[config.mk]
export PLATFORM = sky130hd
export DESIGN_NAME = sac_axis_cfg
export DESIGN_NICKNAME = d
export VERILOG_FILES = /design/src/sac_pkg.sv /design/src/sac_axis_cfg.sv
export VERILOG_INCLUDE_DIRS = /design/src
export SDC_FILE = /design/constraint.sdc
export NUM_CORES = 1
export LEC_CHECK = 0
export ABC_AREA = 0
export BUFFER_PORTS_ARGS = -buffer_cell sky130_fd_sc_hd__buf_2
export CORE_ASPECT_RATIO = 0.8
export CORE_MARGIN = 4
export CORE_UTILIZATION = 35
export CTS_CLUSTER_SIZE = 40
export DETAILED_ROUTE_END_ITERATION = 8
export GPL_TIMING_DRIVEN = 0
export SETUP_SLACK_MARGIN = 0.02
export SLEW_MARGIN = 20
export SYNTH_ARGS = -nofsm -noshare
export SYNTH_HDL_FRONTEND = slang
export SYNTH_SLANG_ARGS = --single-unit
[constraint.sdc]
create_clock -name clk_i -period 3.6 [get_ports clk_i]
set_input_delay 0.18 -clock clk_i [delete_from_list [all_inputs] [get_ports clk_i]]
set_output_delay 0.18 -clock clk_i [all_outputs]
set_load 0.02 [all_outputs]
[src/sac_regs.svh]
`ifndef SAC_REGS_SVH
`define SAC_REGS_SVH
// ==========================================
// Parameter numbers
`define SAC_P_PD_RAMP 8'h1f
`define SAC_P_LS_WIDTH 8'h20
`define SAC_P_LS_STALL 8'h21
`define SAC_P_REL_ORIGIN 8'h7f
`define SAC_P_USTEP_RES 8'h8c
`define SAC_P_INTERP 8'ha0
`define SAC_P_DBL_STEP 8'ha1
`define SAC_P_BLANK 8'ha2
`define SAC_P_CHOP_MODE 8'ha3
`define SAC_P_FD_CMP_OFF 8'ha4
`define SAC_P_HEND_FD 8'ha5
`define SAC_P_HSTART_SO 8'ha6
`define SAC_P_OFF_TIME 8'ha7
`define SAC_P_CUR_FLOOR 8'ha8
`define SAC_P_CUR_DOWN 8'ha9
// ==========================================
// Reset values
`define SAC_RST_BLANK 2'h2
`define SAC_RST_OFF_TIME 4'h3
`define SAC_RST_USTEP_RES 4'h8
// ==========================================
// Field limits and timing
`define SAC_RES_MAX 4'h8
`define SAC_HSTART_MAX 4'h8
`define SAC_INTERP_RES 4'h4
`define SAC_OFF_BASE 9'h00c
`define SAC_OFF_MIN 9'h040
`define SAC_CLK_MHZ 50
`define SAC_PD_UNIT_US 163840
`define SAC_PD_UNIT_CYC (`SAC_PD_UNIT_US * `SAC_CLK_MHZ)
`endif

[src/sac_pkg.sv]
`default_nettype none
package sac_pkg;
  typedef enum logic {SAC_CHOP_HYST, SAC_CHOP_CONST} sac_chop_t;
  typedef enum logic [1:0] {SAC_PD_IDLE, SAC_PD_RAMP, SAC_PD_DONE} sac_pd_st_t;
endpackage
`default_nettype wire

[src/sac_axis_cfg.sv]
`include "sac_regs.svh"
`default_nettype none
module sac_axis_cfg #(
  parameter int PD_UNIT_CYC = `SAC_PD_UNIT_CYC
) (
  // Clock and reset
  input wire logic clk_i,
  input wire logic nrst_i,
  // Parameter command port
  input wire logic cmd_valid_i,
  input wire logic cmd_wr_i,
  input wire logic [7:0] cmd_num_i,
  input wire logic [31:0] cmd_wdata_i,
  output logic rsp_valid_o,
  output logic rsp_err_o,
  output logic [31:0] rsp_rdata_o,
  // Motion status and power-down ramp
  input wire logic motor_stopped_i,
  input wire logic settle_done_i,
  output logic pd_ramp_active_o,
  output logic [3:0] pd_level_o,
  // Load-adaptive step mode
  input wire logic [22:0] speed_i,
  input wire logic [22:0] min_speed_i,
  output logic load_step_active_o,
  output logic [9:0] load_step_width_o,
  output logic [7:0] load_step_stall_o,
  // Relative move
  input wire logic relative_move_command_i,
  input wire logic [31:0] rel_dist_i,
  input wire logic [31:0] target_pos_i,
  input wire logic [31:0] actual_pos_i,
  output logic rel_dest_valid_o,
  output logic [31:0] rel_dest_o,
  // Step and direction pins
  input wire logic step_pin_i,
  input wire logic dir_pin_i,
  output logic ustep_pulse_o,
  output logic ustep_dir_o,
  output logic [8:0] ustep_amount_o,
  output logic [3:0] ustep_log2_o,
  // Chopper settings
  output logic [1:0] blank_time_o,
  output logic chop_const_off_o,
  output logic fd_cmp_off_o,
  output logic [3:0] hyst_end_o,
  output logic [3:0] fast_decay_o,
  output logic [3:0] hyst_start_o,
  output logic [3:0] sine_offset_o,
  output logic [8:0] off_cycles_o,
  output logic freewheel_o,
  // Adaptive current
  input wire logic [4:0] cs_max_i,
  input wire logic load_high_i,
  output logic [4:0] cur_min_o,
  output logic cur_dec_o
);
  if (PD_UNIT_CYC < 1) $error("PD_UNIT_CYC must be at least one");

  // ==========================================
  // Decoding helpers
  function automatic logic [3:0] res_log2(input logic [3:0] code);
    res_log2 = code;
  endfunction
  function automatic logic [5:0] down_group(input logic [1:0] code);
    case (code)
      2'h0: down_group = 6'h20;
      2'h1: down_group = 6'h08;
      2'h2: down_group = 6'h02;
      default: down_group = 6'h01;
    endcase
  endfunction

  // ==========================================
  // Parameter registers
  logic [3:0] pd_r, pd_nxt, res_r, res_nxt, offt_r, offt_nxt;
  logic [9:0] lsw_r, lsw_nxt;
  logic [7:0] lss_r, lss_nxt;
  logic orig_r, orig_nxt, intp_r, intp_nxt, dbl_r, dbl_nxt;
  logic [1:0] blank_r, blank_nxt, down_r, down_nxt;
  sac_pkg::sac_chop_t mode_r, mode_nxt;
  logic fdc_r, fdc_nxt, floor_r, floor_nxt;
  logic [3:0] hend_r, hend_nxt, fdt_r, fdt_nxt, hst_r, hst_nxt, so_r, so_nxt;
  logic [31:0] rd_r, rd_nxt;
  logic wr, ok, known, rv_r, rv_nxt, re_r, re_nxt;
  logic [31:0] wd, rd;
  always_comb begin
    wr = cmd_valid_i & cmd_wr_i;
    wd = cmd_wdata_i;
    ok = 1'b1;
    known = 1'b1;
    rd = 32'h0000_0000;
    case (cmd_num_i)
      `SAC_P_PD_RAMP: begin ok = wd[31:4] == 28'h0; rd = {28'h0, pd_r}; end
      `SAC_P_LS_WIDTH: begin ok = wd[31:10] == 22'h0; rd = {22'h0, lsw_r}; end
      `SAC_P_LS_STALL: begin ok = wd[31:8] == 24'h0; rd = {24'h0, lss_r}; end
      `SAC_P_REL_ORIGIN: begin ok = wd[31:1] == 31'h0; rd = {31'h0, orig_r}; end
      `SAC_P_USTEP_RES: begin ok = wd <= {28'h0, `SAC_RES_MAX}; rd = {28'h0, res_r}; end
      `SAC_P_INTERP: begin ok = wd[31:1] == 31'h0; rd = {31'h0, intp_r}; end
      `SAC_P_DBL_STEP: begin ok = wd[31:1] == 31'h0; rd = {31'h0, dbl_r}; end
      `SAC_P_BLANK: begin ok = wd[31:2] == 30'h0; rd = {30'h0, blank_r}; end
      `SAC_P_CHOP_MODE: begin ok = wd[31:1] == 31'h0; rd = {31'h0, mode_r}; end
      `SAC_P_FD_CMP_OFF: begin ok = wd[31:1] == 31'h0; rd = {31'h0, fdc_r}; end
      `SAC_P_HEND_FD: begin
        ok = wd[31:4] == 28'h0;
        rd = {28'h0, (mode_r == sac_pkg::SAC_CHOP_CONST) ? fdt_r : hend_r};
      end
      `SAC_P_HSTART_SO: begin
        ok = wd <= {28'h0, `SAC_HSTART_MAX};
        rd = {28'h0, (mode_r == sac_pkg::SAC_CHOP_CONST) ? so_r : hst_r};
      end
      `SAC_P_OFF_TIME: begin ok = wd[31:4] == 28'h0; rd = {28'h0, offt_r}; end
      `SAC_P_CUR_FLOOR: begin ok = wd[31:1] == 31'h0; rd = {31'h0, floor_r}; end
      `SAC_P_CUR_DOWN: begin ok = wd[31:2] == 30'h0; rd = {30'h0, down_r}; end
      default: begin ok = 1'b0; known = 1'b0; end
    endcase
    if (!cmd_wr_i) ok = known;
    {pd_nxt, lsw_nxt, lss_nxt, orig_nxt} = {pd_r, lsw_r, lss_r, orig_r};
    {res_nxt, intp_nxt, dbl_nxt, blank_nxt} = {res_r, intp_r, dbl_r, blank_r};
    mode_nxt = mode_r;
    {fdc_nxt, hend_nxt, fdt_nxt} = {fdc_r, hend_r, fdt_r};
    {hst_nxt, so_nxt, offt_nxt} = {hst_r, so_r, offt_r};
    {floor_nxt, down_nxt} = {floor_r, down_r};
    if (wr && ok) begin
      case (cmd_num_i)
        `SAC_P_PD_RAMP: pd_nxt = wd[3:0];
        `SAC_P_LS_WIDTH: lsw_nxt = wd[9:0];
        `SAC_P_LS_STALL: lss_nxt = wd[7:0];
        `SAC_P_REL_ORIGIN: orig_nxt = wd[0];
        `SAC_P_USTEP_RES: res_nxt = wd[3:0];
        `SAC_P_INTERP: intp_nxt = wd[0];
        `SAC_P_DBL_STEP: dbl_nxt = wd[0];
        `SAC_P_BLANK: blank_nxt = wd[1:0];
        `SAC_P_CHOP_MODE: mode_nxt = sac_pkg::sac_chop_t'(wd[0]);
        `SAC_P_FD_CMP_OFF: fdc_nxt = wd[0];
        `SAC_P_HEND_FD: begin
          fdt_nxt = chop_const_off_o ? wd[3:0] : fdt_r;
          hend_nxt = chop_const_off_o ? hend_r : wd[3:0];
        end
        `SAC_P_HSTART_SO: begin
          so_nxt = chop_const_off_o ? wd[3:0] : so_r;
          hst_nxt = chop_const_off_o ? hst_r : wd[3:0];
        end
        `SAC_P_OFF_TIME: offt_nxt = wd[3:0];
        `SAC_P_CUR_FLOOR: floor_nxt = wd[0];
        `SAC_P_CUR_DOWN: down_nxt = wd[1:0];
        default: ;
      endcase
    end
    rv_nxt = cmd_valid_i;
    re_nxt = cmd_valid_i & ~ok;
    rd_nxt = (cmd_valid_i && !cmd_wr_i && ok) ? rd : 32'h0000_0000;
  end
  always_ff @(posedge clk_i) begin
    if (!nrst_i) begin
      {pd_r, lsw_r, lss_r, orig_r} <= '0;
      res_r <= `SAC_RST_USTEP_RES;
      {intp_r, dbl_r, fdc_r, floor_r} <= '0;
      blank_r <= `SAC_RST_BLANK;
      mode_r <= sac_pkg::SAC_CHOP_HYST;
      {hend_r, fdt_r, hst_r, so_r, down_r} <= '0;
      offt_r <= `SAC_RST_OFF_TIME;
      {rv_r, re_r} <= 2'b00;
      rd_r <= 32'h0000_0000;
    end else begin
      {pd_r, lsw_r, lss_r, orig_r} <= {pd_nxt, lsw_nxt, lss_nxt, orig_nxt};
      {res_r, intp_r, dbl_r, blank_r} <= {res_nxt, intp_nxt, dbl_nxt, blank_nxt};
      mode_r <= mode_nxt;
      {fdc_r, hend_r, fdt_r} <= {fdc_nxt, hend_nxt, fdt_nxt};
      {hst_r, so_r, offt_r} <= {hst_nxt, so_nxt, offt_nxt};
      {floor_r, down_r} <= {floor_nxt, down_nxt};
      {rv_r, re_r, rd_r} <= {rv_nxt, re_nxt, rd_nxt};
    end
  end
  assign rsp_valid_o = rv_r;
  assign rsp_err_o = re_r;
  assign rsp_rdata_o = rd_r;

  // ==========================================
  // Chopper and load settings
  logic [8:0] off_raw;
  assign off_raw = `SAC_OFF_BASE + {offt_r, 5'h00};
  assign off_cycles_o = (off_raw < `SAC_OFF_MIN) ? `SAC_OFF_MIN : off_raw;
  assign freewheel_o = offt_r == 4'h0;
  assign blank_time_o = blank_r;
  assign chop_const_off_o = mode_r == sac_pkg::SAC_CHOP_CONST;
  assign fd_cmp_off_o = chop_const_off_o & fdc_r;
  assign hyst_end_o = hend_r;
  assign fast_decay_o = fdt_r;
  assign hyst_start_o = hst_r;
  assign sine_offset_o = so_r;
  assign load_step_width_o = lsw_r;
  assign load_step_stall_o = lss_r;
  assign load_step_active_o = speed_i > min_speed_i;
  assign cur_min_o = floor_r ? {2'b00, cs_max_i[4:2]} : {1'b0, cs_max_i[4:1]};
  assign ustep_log2_o = 4'h8 - res_log2(res_r);

  // ==========================================
  // Power-down ramp
  sac_pkg::sac_pd_st_t pd_st_r, pd_st_nxt;
  logic [31:0] tick_r, tick_nxt;
  logic [3:0] lvl_r, lvl_nxt;
  always_comb begin
    pd_st_nxt = pd_st_r;
    tick_nxt = tick_r;
    lvl_nxt = lvl_r;
    case (pd_st_r)
      sac_pkg::SAC_PD_IDLE: begin
        if (motor_stopped_i && settle_done_i) begin
          lvl_nxt = pd_r;
          tick_nxt = 32'h0000_0000;
          pd_st_nxt = (pd_r == 4'h0) ? sac_pkg::SAC_PD_DONE : sac_pkg::SAC_PD_RAMP;
        end
      end
      sac_pkg::SAC_PD_RAMP: begin
        if (!motor_stopped_i) begin
          pd_st_nxt = sac_pkg::SAC_PD_IDLE;
        end else if (tick_r == 32'(PD_UNIT_CYC - 1)) begin
          tick_nxt = 32'h0000_0000;
          lvl_nxt = lvl_r - 4'h1;
          if (lvl_r == 4'h1) pd_st_nxt = sac_pkg::SAC_PD_DONE;
        end else begin
          tick_nxt = tick_r + 32'h0000_0001;
        end
      end
      sac_pkg::SAC_PD_DONE: begin
        lvl_nxt = 4'h0;
        if (!motor_stopped_i) pd_st_nxt = sac_pkg::SAC_PD_IDLE;
      end
      default: pd_st_nxt = sac_pkg::SAC_PD_IDLE;
    endcase
  end
  always_ff @(posedge clk_i) begin
    if (!nrst_i) begin
      pd_st_r <= sac_pkg::SAC_PD_IDLE;
      tick_r <= 32'h0000_0000;
      lvl_r <= 4'h0;
    end else begin
      pd_st_r <= pd_st_nxt;
      tick_r <= tick_nxt;
      lvl_r <= lvl_nxt;
    end
  end
  assign pd_ramp_active_o = pd_st_r == sac_pkg::SAC_PD_RAMP;
  assign pd_level_o = (pd_st_r == sac_pkg::SAC_PD_IDLE) ? 4'hf : lvl_r;

  // ==========================================
  // Relative move origin
  logic rdv_r, rdv_nxt;
  logic [31:0] dest_r, dest_nxt;
  always_comb begin
    rdv_nxt = relative_move_command_i;
    dest_nxt = relative_move_command_i ?
      (orig_r ? actual_pos_i : target_pos_i) + rel_dist_i : dest_r;
  end
  always_ff @(posedge clk_i) begin
    if (!nrst_i) begin
      rdv_r <= 1'b0;
      dest_r <= 32'h0000_0000;
    end else begin
      rdv_r <= rdv_nxt;
      dest_r <= dest_nxt;
    end
  end
  assign rel_dest_valid_o = rdv_r;
  assign rel_dest_o = dest_r;

  // ==========================================
  // Step input
  logic stp_m_r, stp_s_r, stp_p_r, dir_m_r, dir_s_r;
  logic [4:0] pend_r, pend_nxt;
  logic up_r, up_nxt, udir_r, udir_nxt;
  logic [8:0] amt_r, amt_nxt;
  logic trig, intp_act;
  always_comb begin
    intp_act = intp_r && res_r == `SAC_INTERP_RES;
    trig = dbl_r ? (stp_s_r ^ stp_p_r) : (stp_s_r & ~stp_p_r);
    pend_nxt = pend_r;
    up_nxt = 1'b0;
    amt_nxt = amt_r;
    udir_nxt = udir_r;
    if (pend_r != 5'h00) begin
      pend_nxt = pend_r - 5'h01;
      up_nxt = 1'b1;
      amt_nxt = 9'h001;
    end
    if (trig) begin
      udir_nxt = dir_s_r;
      if (intp_act) begin
        pend_nxt = (pend_nxt > 5'h0f) ? 5'h1f : pend_nxt + 5'h10;
      end else begin
        up_nxt = 1'b1;
        amt_nxt = 9'h100 >> res_log2(res_r);
      end
    end
  end
  always_ff @(posedge clk_i) begin
    if (!nrst_i) begin
      {stp_m_r, stp_s_r, stp_p_r, dir_m_r, dir_s_r} <= 5'b00000;
      pend_r <= 5'h00;
      {up_r, udir_r} <= 2'b00;
      amt_r <= 9'h000;
    end else begin
      stp_m_r <= step_pin_i;
      stp_s_r <= stp_m_r;
      stp_p_r <= stp_s_r;
      dir_m_r <= dir_pin_i;
      dir_s_r <= dir_m_r;
      pend_r <= pend_nxt;
      {up_r, udir_r} <= {up_nxt, udir_nxt};
      amt_r <= amt_nxt;
    end
  end
  assign ustep_pulse_o = up_r;
  assign ustep_dir_o = udir_r;
  assign ustep_amount_o = amt_r;

  // ==========================================
  // Adaptive current decrement
  logic [5:0] hcnt_r, hcnt_nxt;
  logic dec_r, dec_nxt;
  always_comb begin
    hcnt_nxt = hcnt_r;
    dec_nxt = 1'b0;
    if (load_high_i) begin
      dec_nxt = hcnt_r + 6'h01 >= down_group(down_r);
      hcnt_nxt = dec_nxt ? 6'h00 : hcnt_r + 6'h01;
    end
  end
  always_ff @(posedge clk_i) begin
    if (!nrst_i) begin
      hcnt_r <= 6'h00;
      dec_r <= 1'b0;
    end else begin
      hcnt_r <= hcnt_nxt;
      dec_r <= dec_nxt;
    end
  end
  assign cur_dec_o = dec_r;
endmodule
`default_nettype wire

Word-level counts from Yosys, hierarchy flattened:

Index checks and enable logic that the tools add are counted.

* register bits: 189
* bits of input ports: 197
* logic and storage cells: 170
* output and inout port bits: 142

* shift operators: 1
* bitwise logic cells: 8
* $add $sub $neg: 8
* order comparisons: 5
* multiplexer cells: 39
* equal/unequal tests: 28
* reductions and logical operators: 45

Operator list (number)
* $pmux 10 s15: 1
* $mux 32: 4
* $eq 8x8->1 const B: 11
* $pmux 32 s2: 1
* $mux 9: 4
* $add 32x1->32 const B: 1
* $add 32x32->32: 1
* $eq 32x23->1 const B: 1
* $le 32x4->1 const B: 1
* $logic_not 31->1: 1
* $logic_not 30->1: 1
* $reduce_and 2->1: 15
* $logic_not 28->1: 1
* $mux 4: 7
* $logic_not 24->1: 1
* $gt 23x23->1: 1
* $logic_not 22->1: 1
* $mux 5: 4
* $pmux 6 s3: 1
* $eq 8x6->1 const B: 2
* $reduce_and 3->1: 5
* $reduce_or 15->1: 1
* $mux 2: 6
* $mux 6: 2
* 37 further kinds: 60

Longest topological paths before layout:

Gate-level depths: netlist of run 1.

* word-level depth: 6
* gate-level depth with buffers: 13
* gate-level depth less buffers: 12

Least setup slack after synthesis of run 1:

OpenSTA, ideal clock, no wires.

* kind: register -> register
* from: register orig_r
* to: register dest_r[29], in the netlist rel_dest_o[29]
* path buffers: 2
* data arrival time: 3.409 ns
* period minus slack after synthesis: 3.531 ns
* setup slack: 0.069 ns
* required time: 3.478 ns
* stages on the path, launching flop included: 13
* cells stage by stage: dfxtp_1 > clkbuf_1 > buf_1 > mux2_2 > ha_1 > a211oi_1 > o211ai_1 > o22ai_1 > nor2_1 > o41ai_1 > a31oi_1 > and4b_1 > a311o_1

* longest elaborated chain between the ends: 2

RTL lines
* from (decl): RTL line sac_axis_cfg.sv:79 `logic orig_r, orig_nxt, intp_r, intp_nxt, dbl_r, dbl_nxt;`
* from (signal assigned): RTL line sac_axis_cfg.sv:166 `{pd_r, lsw_r, lss_r, orig_r} <= {pd_nxt, lsw_nxt, lss_nxt, orig_nxt};`
* $mux 32: RTL line sac_axis_cfg.sv:254 `(orig_r ? actual_pos_i : target_pos_i) + rel_dist_i : dest_r;`
* $add 32x32->32: RTL line sac_axis_cfg.sv:254
* to (signal assigned): RTL line sac_axis_cfg.sv:262 `dest_r <= dest_nxt;`
* to (decl): RTL line sac_axis_cfg.sv:250 `logic [31:0] dest_r, dest_nxt;`

No other way between the ends.
A chain may end at the register's enable or synchronous reset.

Worst setup path after layout of run 1:

Same ends and word-level chain as after synthesis.

==> impl_metrics.sql, run 1 <==
INSERT INTO impl_metrics (metric_group, metric, value, unit) VALUES
('drt', 'totalWireLength', '33500', 'microns'),
('setup_path', 'kind_of_end_point_of_the_critical_path', 'register', ''),
('finish', 'layout-area-overhead-vs-synth', '26.8', '%'),
('logic_synthesis', 'synth_async_sr_flop_share', '0', ''),
('finish', 'finalCoreUtilization', '0.452', ''),
('power', 'cellPowerDensity', '362', 'mW/mm^2'),
('logic_synthesis', 'netlist_instances', '1237', ''),
('setup_path', 'worst-setup-path-type', 'reg2reg', ''),
('logic_synthesis', 'synth_flop_cell', 'sky130_fd_sc_hd__dfxtp_1', ''),
('place', 'io_buffer_count', '310', ''),
('cts', 'tritoncts.num_buffers', '17', ''),
('cts', 'clock_tree.root_cell', 'sky130_fd_sc_hd__clkbuf_16', ''),
('floorplanning', 'die-area', '0.0327', 'sq mm'),
('place', 'post-place-ws', '-1.42', 'ns'),
('logic_synthesis', 'yosys.cell_types.count', '70', ''),
('floorplanning', 'die_span_in_y', '163', 'microns'),
('global_route', 'globalRoute.totalOverflow', '0', ''),
('sta', 'relSlewSlack', '0.440', ''),
('finish', 'final_nets', '1869', ''),
('cts', 'path_clk_slew', '0.07', 'ns'),
('sta', 'finalCritPeriodShare', '0.958', ''),
('drt', 'firstDrtPassIters', '7', ''),
('sta', 'finalCriticalPeriod', '3.45', 'ns'),
('floorplanning', 'floorplan.io_pins', '339', ''),
('logic_synthesis', 'syn-cell-area', '0.0105', 'sq mm'),
('sta', 'hold_viol_final', '0', ''),
('power', 'static-leakage-power', '0.00627', 'uW'),
('global_route', 'grt_use_total', '0.197', ''),
('global_route', 'antenna_found_initial', '2', ''),
('floorplanning', 'floorplan.rows', '56', ''),
('setup_path', 'worstPathArrival', '3.77', 'ns'),
('cts', 'numClockSinks', '167', ''),
('setup_path', 'crit_path_max_fanout', '10', ''),
('logic_synthesis', 'synthesized_area_divided_by_synthesized_cell_count', '8.45', 'sq um'),
('sta', 'rsz0062_at_grt', 'true', ''),
('logic_synthesis', 'yosysWarnings', '0', ''),
('global_route', 'first_global_vias', '9891', ''),
('global_route', 'global_route.usage.met1', '0.258', ''),
('drt', 'avgRoutedWirePerCell', '16.9', 'microns'),
('worst_hold_path', 'holdCritPathClass', 'in2reg', ''),
('finish', 'filler_cell_count', '2986', ''),
('drt', 'num_vias', '10100', ''),
('floorplanning', 'die_x_extent', '201', 'microns'),
('flow_run', 'max_cap_viol_count', '0', ''),
('logic_synthesis', 'synth_seq_area_share', '0.320', ''),
('sta', 'tightestPinTransition', '0.841', 'ns'),
('cts', 'worst_skew_pair.late_latency', '0.44', 'ns'),
('place', 'detailed_place.area', '0.0126', 'sq mm'),
('setup_path', 'cp_data_required_time', '3.92', 'ns'),
('floorplanning', 'floorplan.initialDensity', '0.356', ''),
('logic_synthesis', 'ys_seq_elements', '167', ''),
('drt', 'drt-vias-per-instance', '5.06', ''),
('cts', 'cts_max_level', '4', ''),
('place', 'place_congestion', '0.959', ''),
('sta', 'finalWorstSetupSlack', '0.150', 'ns'),
('sta', 'achievable-frequency', '290', 'MHz'),
('global_route', 'groute.layer.met3.usage', '0.0591', ''),
('finish', 'post_route_cells_drive_above_1_share', '0.268', ''),
('global_route', 'first_pass_grt_wire_length', '52100', 'microns'),
('place', 'detailedPlacementHpwl', '27100', 'microns'),
('cts', 'tritoncts', 'built', ''),
('power', 'vdd_drop_max', '0.284', 'mV'),
('sta', 'timing.clock.skew', '0.0121', 'ns'),
('global_route', 'gr-usage-met2', '0.323', ''),
('run_status', 'status', 'complete, no violations', ''),
('finish', 'multiInputGateArea', '0.00665', 'sq mm'),
('drt', 'antenna_violating_nets_post_route', '0', ''),
('sta', 'maxSlewViolCount', '0', ''),
('drt', 'detail_route.drc_violations', '0', ''),
('global_route', 'maximum_number_of_pins_on_one_net_before_global_route_repair', '17', ''),
('sta', 'finalSetupViolCount', '0', ''),
('logic_synthesis', 'synth_edf_count', '0', ''),
('global_route', 'grt_busiest_layer', 'met2', ''),
('floorplanning', 'placeable_core_region', '0.0294', 'sq mm'),
('setup_path', 'crit_path_start_kind', 'register', ''),
('cts', 'cts-root-to-sink-buffers', '2', ''),
('drt', 'first_iter_violations', '520', ''),
('finish', 'register_area', '0.00335', 'sq mm'),
('finish', 'finish.instance_area', '0.0133', 'sq mm');
[path summary, 6_finish.rpt]
path / slack, ns / from / depth (start not counted) / to
setup / recovery: 0.15 / orig_r / 11 / rel_dest_o[29]
hold reg to reg: 0.44 / stp_m_r / 1 / stp_s_r
setup reg to reg: 0.15 / orig_r / 11 / rel_dest_o[29]
hold / removal: 0.03 / cmd_wdata_i[9] / 3 / load_step_width_o[9]
[sequential cells by signal (all words and copies together) (netlist names), 5 cells and up]
register           cells
load_step_stall_o      8
hcnt_r                 6
rel_dest_o            32
tick_r                32
rsp_rdata_o           10
load_step_width_o     10
pend_r                 5
ustep_amount_o         9
[power by group]
part / internal, uW / switching, uW
Clock: 905 / 820
Sequential: 1930 / 51.2
Combinational: 462 / 631
[synth_stat cells (8+ instances only)]
master                     number  share of area
sky130_fd_sc_hd__dfxtp_1      167           0.32
sky130_fd_sc_hd__nand2_1      132          0.047
sky130_fd_sc_hd__nor2_1        94          0.034
sky130_fd_sc_hd__mux2i_1       82          0.078
sky130_fd_sc_hd__ha_1          74          0.089
sky130_fd_sc_hd__inv_1         56          0.020
sky130_fd_sc_hd__nor2b_1       54          0.032
sky130_fd_sc_hd__nand3_1       52          0.025
sky130_fd_sc_hd__a21oi_1       46          0.022
sky130_fd_sc_hd__o21ai_0       43          0.021
sky130_fd_sc_hd__clkbuf_1      39          0.014
sky130_fd_sc_hd__mux2_2        35          0.038
sky130_fd_sc_hd__xor2_1        30          0.025
sky130_fd_sc_hd__buf_4         29          0.021
sky130_fd_sc_hd__xnor2_1       29          0.024
sky130_fd_sc_hd__nor3_1        20         0.0096
sky130_fd_sc_hd__and2_1        17          0.010
sky130_fd_sc_hd__a21o_1        15          0.011
sky130_fd_sc_hd__nand4_1       15         0.0090
sky130_fd_sc_hd__a31oi_1       13         0.0078
sky130_fd_sc_hd__and3_1        13         0.0078
sky130_fd_sc_hd__a21boi_0      12         0.0086
sky130_fd_sc_hd__nand3b_1      12         0.0086
sky130_fd_sc_hd__nor4_1        12         0.0072
sky130_fd_sc_hd__nand2b_1      11         0.0066
sky130_fd_sc_hd__o21a_1        11         0.0079
sky130_fd_sc_hd__a211oi_1       8         0.0057
[metrics by stage]
step / hold slack, ns / std cells / total power (uW) / setup TNS, ns
2_1_floorplan: 0.294 / 1262 / 2730 / 0
3_3_place_gp: 0.394 / 1949 / 3080 / -12.38
3_5_place_dp: 0.397 / 1949 / 3090 / -13.74
4_1_cts: 0.00362 / 1988 / 4840 / 0
5_1_grt: 0.0223 / 1988 / 5050 / 0
6_report: 0.0296 / 1989 / 4800 / 0
[repair_timing]
action | CTS | global route
hold endpoints to repair | 10 | 0
setup buffers | 0 | 0
hold buffers | 8 | 0
endpoints found under the setup margin | 25 | 4
gates resized for setup | 13 | 4
[kinds of logic (layout without fill, tap and decap cells)]
logic type | after synthesis | in the layout | synth area share
simple gates | 475 | 475 | 0.230
buf+inv | 132 | 480 | 0.0582
flops | 167 | 167 | 0.320
xor+xnor | 59 | 59 | 0.0494
compound gates | 211 | 211 | 0.135
other cells | 1 | 28 | 0.000359
mux | 117 | 117 | 0.116
fa+ha+maj | 75 | 75 | 0.0905
[cell usage in the layout (no fill, tap or decap), types with 6 or more instances in the layout]
master and count:
sky130_fd_sc_hd__a211oi_1 7, sky130_fd_sc_hd__a21boi_0 11, sky130_fd_sc_hd__a21o_1 15, sky130_fd_sc_hd__a21oi_1 45
sky130_fd_sc_hd__a22oi_1 6, sky130_fd_sc_hd__a31oi_1 13, sky130_fd_sc_hd__and2_1 17, sky130_fd_sc_hd__and3_1 13
sky130_fd_sc_hd__buf_2 313, sky130_fd_sc_hd__buf_4 32, sky130_fd_sc_hd__clkbuf_1 37, sky130_fd_sc_hd__clkbuf_16 17
sky130_fd_sc_hd__conb_1 26, sky130_fd_sc_hd__dfxtp_1 166, sky130_fd_sc_hd__dlygate4sd3_1 8, sky130_fd_sc_hd__ha_1 74
sky130_fd_sc_hd__inv_1 56, sky130_fd_sc_hd__mux2_2 35, sky130_fd_sc_hd__mux2i_1 81, sky130_fd_sc_hd__nand2_1 132
sky130_fd_sc_hd__nand2b_1 11, sky130_fd_sc_hd__nand3_1 52, sky130_fd_sc_hd__nand3b_1 12, sky130_fd_sc_hd__nand4_1 15
sky130_fd_sc_hd__nor2_1 94, sky130_fd_sc_hd__nor2b_1 54, sky130_fd_sc_hd__nor3_1 20, sky130_fd_sc_hd__nor4_1 12
sky130_fd_sc_hd__o211ai_1 7, sky130_fd_sc_hd__o21a_1 11, sky130_fd_sc_hd__o21ai_0 43, sky130_fd_sc_hd__or2_2 7
sky130_fd_sc_hd__or3_1 6, sky130_fd_sc_hd__xnor2_1 29, sky130_fd_sc_hd__xor2_1 30
[layer usage]
| layer | wire [microns] | share of wire | vias up |
|---|---|---|---|
| li1 | - | - | 5037 |
| met1 | 15000 | 0.45 | 4664 |
| met2 | 15400 | 0.46 | 325 |
| met3 | 2660 | 0.079 | 32 |
| met4 | 485 | 0.014 | 0 |
| met5 | 0 | 0 | - |
[worst max-delay path, stage by stage, from the launching register on]
cell	delay, ns
sky130_fd_sc_hd__dfxtp_4	0.46
sky130_fd_sc_hd__buf_4	0.23
sky130_fd_sc_hd__mux2_2	0.36
sky130_fd_sc_hd__ha_1	0.37
sky130_fd_sc_hd__a21oi_1	0.25
sky130_fd_sc_hd__o21ai_0	0.20
sky130_fd_sc_hd__a31oi_1	0.21
sky130_fd_sc_hd__a21boi_1	0.13
sky130_fd_sc_hd__o41ai_4	0.39
sky130_fd_sc_hd__a31oi_1	0.19
sky130_fd_sc_hd__and4b_1	0.23
sky130_fd_sc_hd__a311o_1	0.30
[layout make-up]
type                            count  area share
Sequential cell                   167       0.252
Tap cell                          377      0.0356
Multi-Input combinational cell    963       0.502
Antenna cell                        2    0.000378
Clock inverter                     14     0.00746
Inverter                           56      0.0159
Buffer                             74      0.0303
Timing Repair Buffer              318       0.123
Clock buffer                       18      0.0331
Note: power is estimated with default switching activity, not from simulation.
==> run 2: changes to the inputs <==
--- a/config.mk
+++ b/config.mk
@@ -10,10 +10,11 @@
 export BUFFER_PORTS_ARGS = -buffer_cell sky130_fd_sc_hd__buf_2
 export CORE_ASPECT_RATIO = 0.8
 export CORE_MARGIN = 4
-export CORE_UTILIZATION = 35
+export CORE_UTILIZATION = 45
 export CTS_CLUSTER_SIZE = 40
 export DETAILED_ROUTE_END_ITERATION = 8
 export GPL_TIMING_DRIVEN = 0
+export PLACE_DENSITY = 0.75
 export SETUP_SLACK_MARGIN = 0.02
 export SLEW_MARGIN = 20
 export SYNTH_ARGS = -nofsm -noshare
==> impl_metrics.sql, run 2 (synthesis results as in run 1) <==
INSERT INTO impl_metrics (metric_group, metric, value, unit) VALUES
('run_status', 'status', 'complete, no violations', ''),
('floorplanning', 'placeable_core_region', '0.0227', 'sq mm'),
('place', 'detailed_place.area', '0.0125', 'sq mm'),
('finish', 'layout-area-overhead-vs-synth', '26.3', '%'),
('cts', 'clock_tree.root_cell', 'sky130_fd_sc_hd__clkbuf_16', ''),
('global_route', 'first_pass_grt_wire_length', '49500', 'microns'),
('drt', 'num_vias', '10200', ''),
('floorplanning', 'floorplan.initialDensity', '0.461', ''),
('setup_path', 'kind_of_end_point_of_the_critical_path', 'register', ''),
('worst_hold_path', 'holdCritPathClass', 'in2reg', ''),
('flow_run', 'max_cap_viol_count', '0', ''),
('drt', 'antenna_violating_nets_post_route', '0', ''),
('sta', 'rsz0062_at_grt', 'true', ''),
('global_route', 'maximum_number_of_pins_on_one_net_before_global_route_repair', '17', ''),
('finish', 'final_cell_count_no_fill', '1913', ''),
('setup_path', 'worstPathArrival', '3.73', 'ns'),
('sta', 'finalWorstSetupSlack', '0.199', 'ns'),
('sta', 'finalSetupViolCount', '0', ''),
('cts', 'cts-root-to-sink-buffers', '2', ''),
('drt', 'avgRoutedWirePerCell', '17.0', 'microns'),
('drt', 'drt-vias-per-instance', '5.32', ''),
('global_route', 'first_global_vias', '9614', ''),
('sta', 'finalCritPeriodShare', '0.945', ''),
('place', 'detailedPlacementHpwl', '26000', 'microns'),
('place', 'dp.cells', '1878', ''),
('cts', 'path_clk_slew', '0.07', 'ns'),
('cts', 'tritoncts.num_buffers', '17', ''),
('floorplanning', 'floorplan.rows', '49', ''),
('global_route', 'globalRoute.totalOverflow', '0', ''),
('cts', 'tritoncts', 'built', ''),
('sta', 'relSlewSlack', '0.442', ''),
('setup_path', 'cp_data_required_time', '3.92', 'ns'),
('cts', 'numClockSinks', '167', ''),
('global_route', 'antenna_found_initial', '0', ''),
('drt', 'firstDrtPassIters', '7', ''),
('cts', 'cts_max_level', '4', ''),
('drt', 'totalWireLength', '32400', 'microns'),
('floorplanning', 'die_span_in_y', '144', 'microns'),
('finish', 'final_nets', '1867', ''),
('sta', 'timing.clock.skew', '0.0123', 'ns'),
('finish', 'post_route_cells_drive_above_1_share', '0.269', ''),
('cts', 'worst_skew_pair.late_latency', '0.44', 'ns'),
('finish', 'antenna_cells', '0', ''),
('setup_path', 'crit_path_max_fanout', '10', ''),
('power', 'static-leakage-power', '0.00629', 'uW'),
('finish', 'most_used_cells_in_the_layout_excluding_fill_and_tap_cells', '313 x sky130_fd_sc_hd__buf_2, 166 x sky130_fd_sc_hd__dfxtp_1, 132 x sky130_fd_sc_hd__nand2_1', ''),
('sta', 'finalCriticalPeriod', '3.40', 'ns'),
('finish', 'layout.cells.most_common', 'sky130_fd_sc_hd__buf_2', ''),
('sta', 'worst_hold_slack', '0.0183', 'ns'),
('sta', 'maxSlewViolCount', '0', ''),
('place', 'place_congestion', '0.964', ''),
('power', 'vdd_drop_max', '0.350', 'mV'),
('finish', 'filler_cell_count', '2097', ''),
('drt', 'first_iter_violations', '822', ''),
('sta', 'tightestPinTransition', '0.831', 'ns'),
('floorplanning', 'die-area', '0.0258', 'sq mm'),
('power', 'cellPowerDensity', '375', 'mW/mm^2'),
('setup_path', 'crit_path_start_kind', 'register', ''),
('setup_path', 'worst-setup-path-type', 'reg2reg', ''),
('global_route', 'grt_use_total', '0.241', ''),
('finish', 'finish.instance_area', '0.0132', 'sq mm'),
('floorplanning', 'die_x_extent', '178', 'microns'),
('sta', 'hold_viol_final', '0', ''),
('place', 'post-place-ws', '-1.36', 'ns'),
('place', 'io_buffer_count', '310', ''),
('sta', 'achievable-frequency', '294', 'MHz'),
('floorplanning', 'floorplan.io_pins', '339', ''),
('finish', 'finalCoreUtilization', '0.582', ''),
('drt', 'detail_route.drc_violations', '0', '');
## run 2: timing repair
item                                   CTS  global route
setup endpoints to repair               24             3
endpoints found under the hold margin    6             0
setup buffers                            0             1
resized for setup                       13             6
hold buffers                             5             0
gates cloned                             0             0
pin swaps                                0             2
## run 2: final cells by class
type                            instances  area (sq um)  share of cell area
Multi-Input combinational cell        963          6650               0.504
Sequential cell                       167          3350               0.253
Timing Repair Buffer                  316          1610               0.122
Clock buffer                           17           425              0.0322
Buffer                                 74           409              0.0310
Tap cell                              306           383              0.0290
Inverter                               56           210              0.0159
Clock inverter                         14           166              0.0126
## run 2: power breakdown
| group | internal (uW) | switching (uW) |
|---|---|---|
| clock network | 1040 | 834 |
| logic | 463 | 636 |
| registers | 1930 | 51.2 |
| total | 3430 | 1520 |
## run 2: worst max-delay path, cell delays in order, from the launching register on
cell	delay, ns
sky130_fd_sc_hd__dfxtp_4	0.46
sky130_fd_sc_hd__buf_6	0.21
sky130_fd_sc_hd__mux2i_4	0.35
sky130_fd_sc_hd__inv_1	0.08
sky130_fd_sc_hd__ha_1	0.27
sky130_fd_sc_hd__a21oi_1	0.22
sky130_fd_sc_hd__o2111ai_2	0.24
sky130_fd_sc_hd__o22ai_2	0.25
sky130_fd_sc_hd__nor2_1	0.12
sky130_fd_sc_hd__o41ai_4	0.37
sky130_fd_sc_hd__a31oi_1	0.19
sky130_fd_sc_hd__and4b_1	0.23
sky130_fd_sc_hd__a311o_1	0.30
## run 2: worst paths after layout
kind | from | endpoint | slack (ns) | depth (start not counted)
worst max-delay path | orig_r | rel_dest_o[29] | 0.20 | 12
worst min-delay path | cmd_wdata_i[5] | load_step_stall_o[5] | 0.02 | 3
worst max register to register | orig_r | rel_dest_o[29] | 0.20 | 12
worst min register to register | stp_m_r | stp_s_r | 0.43 | 1
## run 2: routing by layer
layer | wire, microns | track usage | vias up
met5 | 0 | 0 | -
met4 | 443 | 0.0626 | 0
met3 | 2700 | 0.0601 | 36
met2 | 15200 | 0.392 | 400
met1 | 14100 | 0.321 | 4715
li1 | - | - | 5032
## run 2: metrics by stage
step                      TNS, ns  power (uW)
final                           0        4950
after global routing            0        5180
after CTS                       0        4960
after detailed placement   -12.47        3090
after global placement     -10.79        3070
after floorplan                 0        2730
==> run 3: changes to the inputs <==
--- a/config.mk
+++ b/config.mk
@@ -6,7 +6,7 @@
 export SDC_FILE = /design/constraint.sdc
 export NUM_CORES = 1
 export LEC_CHECK = 0
-export ABC_AREA = 0
+export ABC_AREA = 1
 export BUFFER_PORTS_ARGS = -buffer_cell sky130_fd_sc_hd__buf_2
 export CORE_ASPECT_RATIO = 0.8
 export CORE_MARGIN = 4
@@ -14,7 +14,7 @@
 export CTS_CLUSTER_SIZE = 40
 export DETAILED_ROUTE_END_ITERATION = 8
 export GPL_TIMING_DRIVEN = 0
-export PLACE_DENSITY = 0.75
+export PLACE_DENSITY_LB_ADDON = 0.08
 export SETUP_SLACK_MARGIN = 0.02
 export SLEW_MARGIN = 20
 export SYNTH_ARGS = -nofsm -noshare
==> impl_metrics.sql, run 3 <==
INSERT INTO impl_metrics (metric_group, metric, value, unit) VALUES
('finish', 'most_used_cells_in_the_layout_excluding_fill_and_tap_cells', '426 x sky130_fd_sc_hd__nand2_1, 314 x sky130_fd_sc_hd__nor2_1, 308 x sky130_fd_sc_hd__buf_2', ''),
('global_route', 'global_route.usage.met1', '0.376', ''),
('logic_synthesis', 'yosysTopAreaCell', 'sky130_fd_sc_hd__dfxtp_1', ''),
('drt', 'avgRoutedWirePerCell', '15.1', 'microns'),
('drt', 'firstDrtPassIters', '5', ''),
('logic_synthesis', 'synth_edf_count', '0', ''),
('global_route', 'globalRoute.totalOverflow', '0', ''),
('setup_path', 'kind_of_end_point_of_the_critical_path', 'register', ''),
('cts', 'tritoncts', 'built', ''),
('place', 'io_buffer_count', '307', ''),
('cts', 'numClockSinks', '167', ''),
('worst_hold_path', 'holdCritPathClass', 'in2reg', ''),
('setup_path', 'ff_to_ff_setup_slack', '0.37', 'ns'),
('global_route', 'groute.layer.met3.usage', '0.0529', ''),
('logic_synthesis', 'ys_seq_elements', '167', ''),
('floorplanning', 'floorplan.initialDensity', '0.458', ''),
('finish', 'final_cell_count_no_fill', '2447', ''),
('logic_synthesis', 'fraction_of_synthesized_cell_area_taken_by_the_top_area_cell_type', '0.299', ''),
('finish', 'layout.cells.most_common', 'sky130_fd_sc_hd__nand2_1', ''),
('power', 'static-leakage-power', '0.00702', 'uW'),
('logic_synthesis', 'yosysWarnings', '0', ''),
('drt', 'drt-vias-per-instance', '5.05', ''),
('place', 'place_congestion', '0.955', ''),
('drt', 'antenna_violating_nets_post_route', '0', ''),
('cts', 'cts-root-to-sink-buffers', '2', ''),
('floorplanning', 'die-area', '0.0274', 'sq mm'),
('run_status', 'status', 'complete, no violations', ''),
('global_route', 'maximum_number_of_pins_on_one_net_before_global_route_repair', '17', ''),
('floorplanning', 'placeable_core_region', '0.0244', 'sq mm'),
('cts', 'path_clk_slew', '0.07', 'ns'),
('logic_synthesis', 'syn-cell-area', '0.0112', 'sq mm'),
('floorplanning', 'die_span_in_y', '149', 'microns'),
('place', 'dp.cells', '2413', ''),
('power', 'cellPowerDensity', '365', 'mW/mm^2'),
('global_route', 'first_global_vias', '11500', ''),
('logic_synthesis', 'synth_flop_cell', 'sky130_fd_sc_hd__dfxtp_1', ''),
('finish', 'finalCoreUtilization', '0.567', ''),
('sta', 'maxSlewViolCount', '0', ''),
('setup_path', 'crit_path_max_fanout', '10', ''),
('cts', 'cts_max_level', '4', ''),
('global_route', 'grt_use_total', '0.263', ''),
('logic_synthesis', 'yosysMostFrequentCell', 'sky130_fd_sc_hd__nand2_1', ''),
('drt', 'first_iter_violations', '807', ''),
('sta', 'finalCritPeriodShare', '0.896', ''),
('logic_synthesis', 'synth_seq_area_share', '0.299', ''),
('setup_path', 'worstPathArrival', '3.61', 'ns'),
('finish', 'post_route_cells_drive_above_1_share', '0.186', ''),
('finish', 'final_nets', '2389', ''),
('sta', 'achievable-frequency', '310', 'MHz'),
('flow_run', 'max_cap_viol_count', '0', ''),
('global_route', 'grt_busiest_layer', 'met2', ''),
('sta', 'hold_viol_final', '0', ''),
('global_route', 'first_pass_grt_wire_length', '58400', 'microns'),
('logic_synthesis', 'synthesized_area_divided_by_synthesized_cell_count', '6.33', 'sq um'),
('floorplanning', 'floorplan.rows', '51', ''),
('drt', 'detail_route.drc_violations', '0', ''),
('sta', 'tightestPinTransition', '0.928', 'ns'),
('finish', 'layout-area-overhead-vs-synth', '23.9', '%'),
('sta', 'rsz0062_at_grt', 'false', ''),
('drt', 'totalWireLength', '37000', 'microns'),
('finish', 'antenna_cells', '0', ''),
('logic_synthesis', 'synth.top_cells.by_area', 'sky130_fd_sc_hd__dfxtp_1 30%, sky130_fd_sc_hd__nand2_1 14%, sky130_fd_sc_hd__nor2_1 11%', ''),
('setup_path', 'worst-setup-path-type', 'reg2reg', ''),
('cts', 'worst_skew_pair.late_latency', '0.44', 'ns'),
('global_route', 'antenna_found_initial', '1', ''),
('cts', 'tritoncts.num_buffers', '17', ''),
('setup_path', 'cp_data_required_time', '3.99', 'ns'),
('setup_path', 'crit_path_start_kind', 'register', ''),
('sta', 'timing.clock.skew', '0.0105', 'ns'),
('place', 'detailedPlacementHpwl', '29700', 'microns'),
('floorplanning', 'die_x_extent', '184', 'microns'),
('logic_synthesis', 'netlist_top_cells_count', '426 x sky130_fd_sc_hd__nand2_1, 314 x sky130_fd_sc_hd__nor2_1, 213 x sky130_fd_sc_hd__inv_1', ''),
('sta', 'relSlewSlack', '0.381', ''),
('floorplanning', 'floorplan.io_pins', '339', ''),
('cts', 'clock_tree.root_cell', 'sky130_fd_sc_hd__clkbuf_16', ''),
('drt', 'num_vias', '12400', ''),
('sta', 'finalCriticalPeriod', '3.23', 'ns'),
('power', 'vdd_drop_max', '0.361', 'mV'),
('logic_synthesis', 'synth_async_sr_flop_share', '0', ''),
('sta', 'finalSetupViolCount', '0', ''),
('logic_synthesis', 'yosys.cell_types.count', '50', ''),
('global_route', 'gr-usage-met2', '0.409', ''),
('logic_synthesis', 'netlist_instances', '1763', '');
## run 3: cell types whose count changed in the layout (fill, tap and decap cells not counted), moves of 17 or more
cell and delta:
sky130_fd_sc_hd__nor2_1 +220, sky130_fd_sc_hd__nand3_1 +38, sky130_fd_sc_hd__o21ai_0 +43, sky130_fd_sc_hd__xnor2_1 -17, sky130_fd_sc_hd__inv_1 +157, sky130_fd_sc_hd__a21oi_1 +59
sky130_fd_sc_hd__mux2_2 -35, sky130_fd_sc_hd__nor2b_1 -54, sky130_fd_sc_hd__nand2_1 +294, sky130_fd_sc_hd__mux2i_1 -79
## run 3: through the flow
| step | power (uW) | setup TNS [ns] | setup slack (ns) | instance area [sq um] | hold WS (ns) |
|---|---|---|---|---|---|
| final | 5040 | 0 | 0.375 | 13800 | 0.0349 |
| after global routing | 5290 | 0 | 0.143 | 13800 | 0.0395 |
| after CTS | 5070 | 0 | 0.0313 | 13800 | 0.0114 |
| after detailed placement | 3140 | -0.385 | -0.148 | 13200 | 0.369 |
| after global placement | 3130 | -0.314 | -0.117 | 13200 | 0.365 |
| after floorplan | 2750 | 0 | 0.681 | 11300 | 0.278 |
## run 3: cell type report
class,count,area [sq um]
flip-flops and latches,167,3340
clock inverters,13,170
well taps,318,398
clock buffers,18,429
plain buffers,68,375
inverters,216,811
repair buffers,311,1580
fillers,2506,10500
multi-input cells,1336,6730
## run 3: routing by layer
metal,wire length [microns],up-vias,part of all wire
met5,0,-,0
met4,628,0,0.017
met3,2690,44,0.073
met2,16100,429,0.43
met1,17600,5545,0.48
li1,-,6348,-
## run 3: kinds of logic (layout without fill, tap and decap cells)
| logic type | count (synthesis) | after routing | share of synthesized area |
|---|---|---|---|
| buf+inv | 285 | 626 | 0.106 |
| fa+ha+maj | 75 | 75 | 0.0847 |
| mux | 2 | 2 | 0.00179 |
| flops | 167 | 167 | 0.299 |
| simple gates | 932 | 932 | 0.348 |
| xor+xnor | 35 | 35 | 0.0275 |
| compound gates | 266 | 266 | 0.132 |
| other cells | 1 | 26 | 0.000336 |
## run 3: repair_timing
action,CTS,global route
pin swaps,0,0
resized for setup,1,6
endpoints found under the hold margin,4,0
setup buffers,0,0
hold buffers,4,0
endpoints found under the setup margin,3,14
cloned,0,0
## run 3: final timing paths
path                                startpoint              endpoint  depth (start not counted)
worst max-delay path                    orig_r        rel_dest_o[18]                         17
worst min-delay path            cmd_wdata_i[4]  load_step_stall_o[4]                          3
worst max register to register          orig_r        rel_dest_o[18]                         17
worst min register to register         dir_m_r               dir_s_r                          2
## run 3: report_power, final
group / switching [uW] / internal, uW
logic: 734 / 410
registers: 47.8 / 1930
clock network: 824 / 1100
total: 1610 / 3440
## run 3: worst max-delay path: stages, from the launching register on
cell,delay [ns]
sky130_fd_sc_hd__dfxtp_1,0.41
sky130_fd_sc_hd__inv_2,0.20
sky130_fd_sc_hd__clkbuf_2,0.25
sky130_fd_sc_hd__nand2_1,0.07
sky130_fd_sc_hd__nand2_1,0.06
sky130_fd_sc_hd__ha_1,0.16
sky130_fd_sc_hd__inv_1,0.06
sky130_fd_sc_hd__fa_1,0.40
sky130_fd_sc_hd__o21ai_1,0.27
sky130_fd_sc_hd__nand2_1,0.08
sky130_fd_sc_hd__nand2_1,0.15
sky130_fd_sc_hd__inv_1,0.06
sky130_fd_sc_hd__o21ai_1,0.38
sky130_fd_sc_hd__a21oi_1,0.16
sky130_fd_sc_hd__or2_2,0.30
sky130_fd_sc_hd__nand3_1,0.06
sky130_fd_sc_hd__nand2_1,0.06
sky130_fd_sc_hd__inv_1,0.04
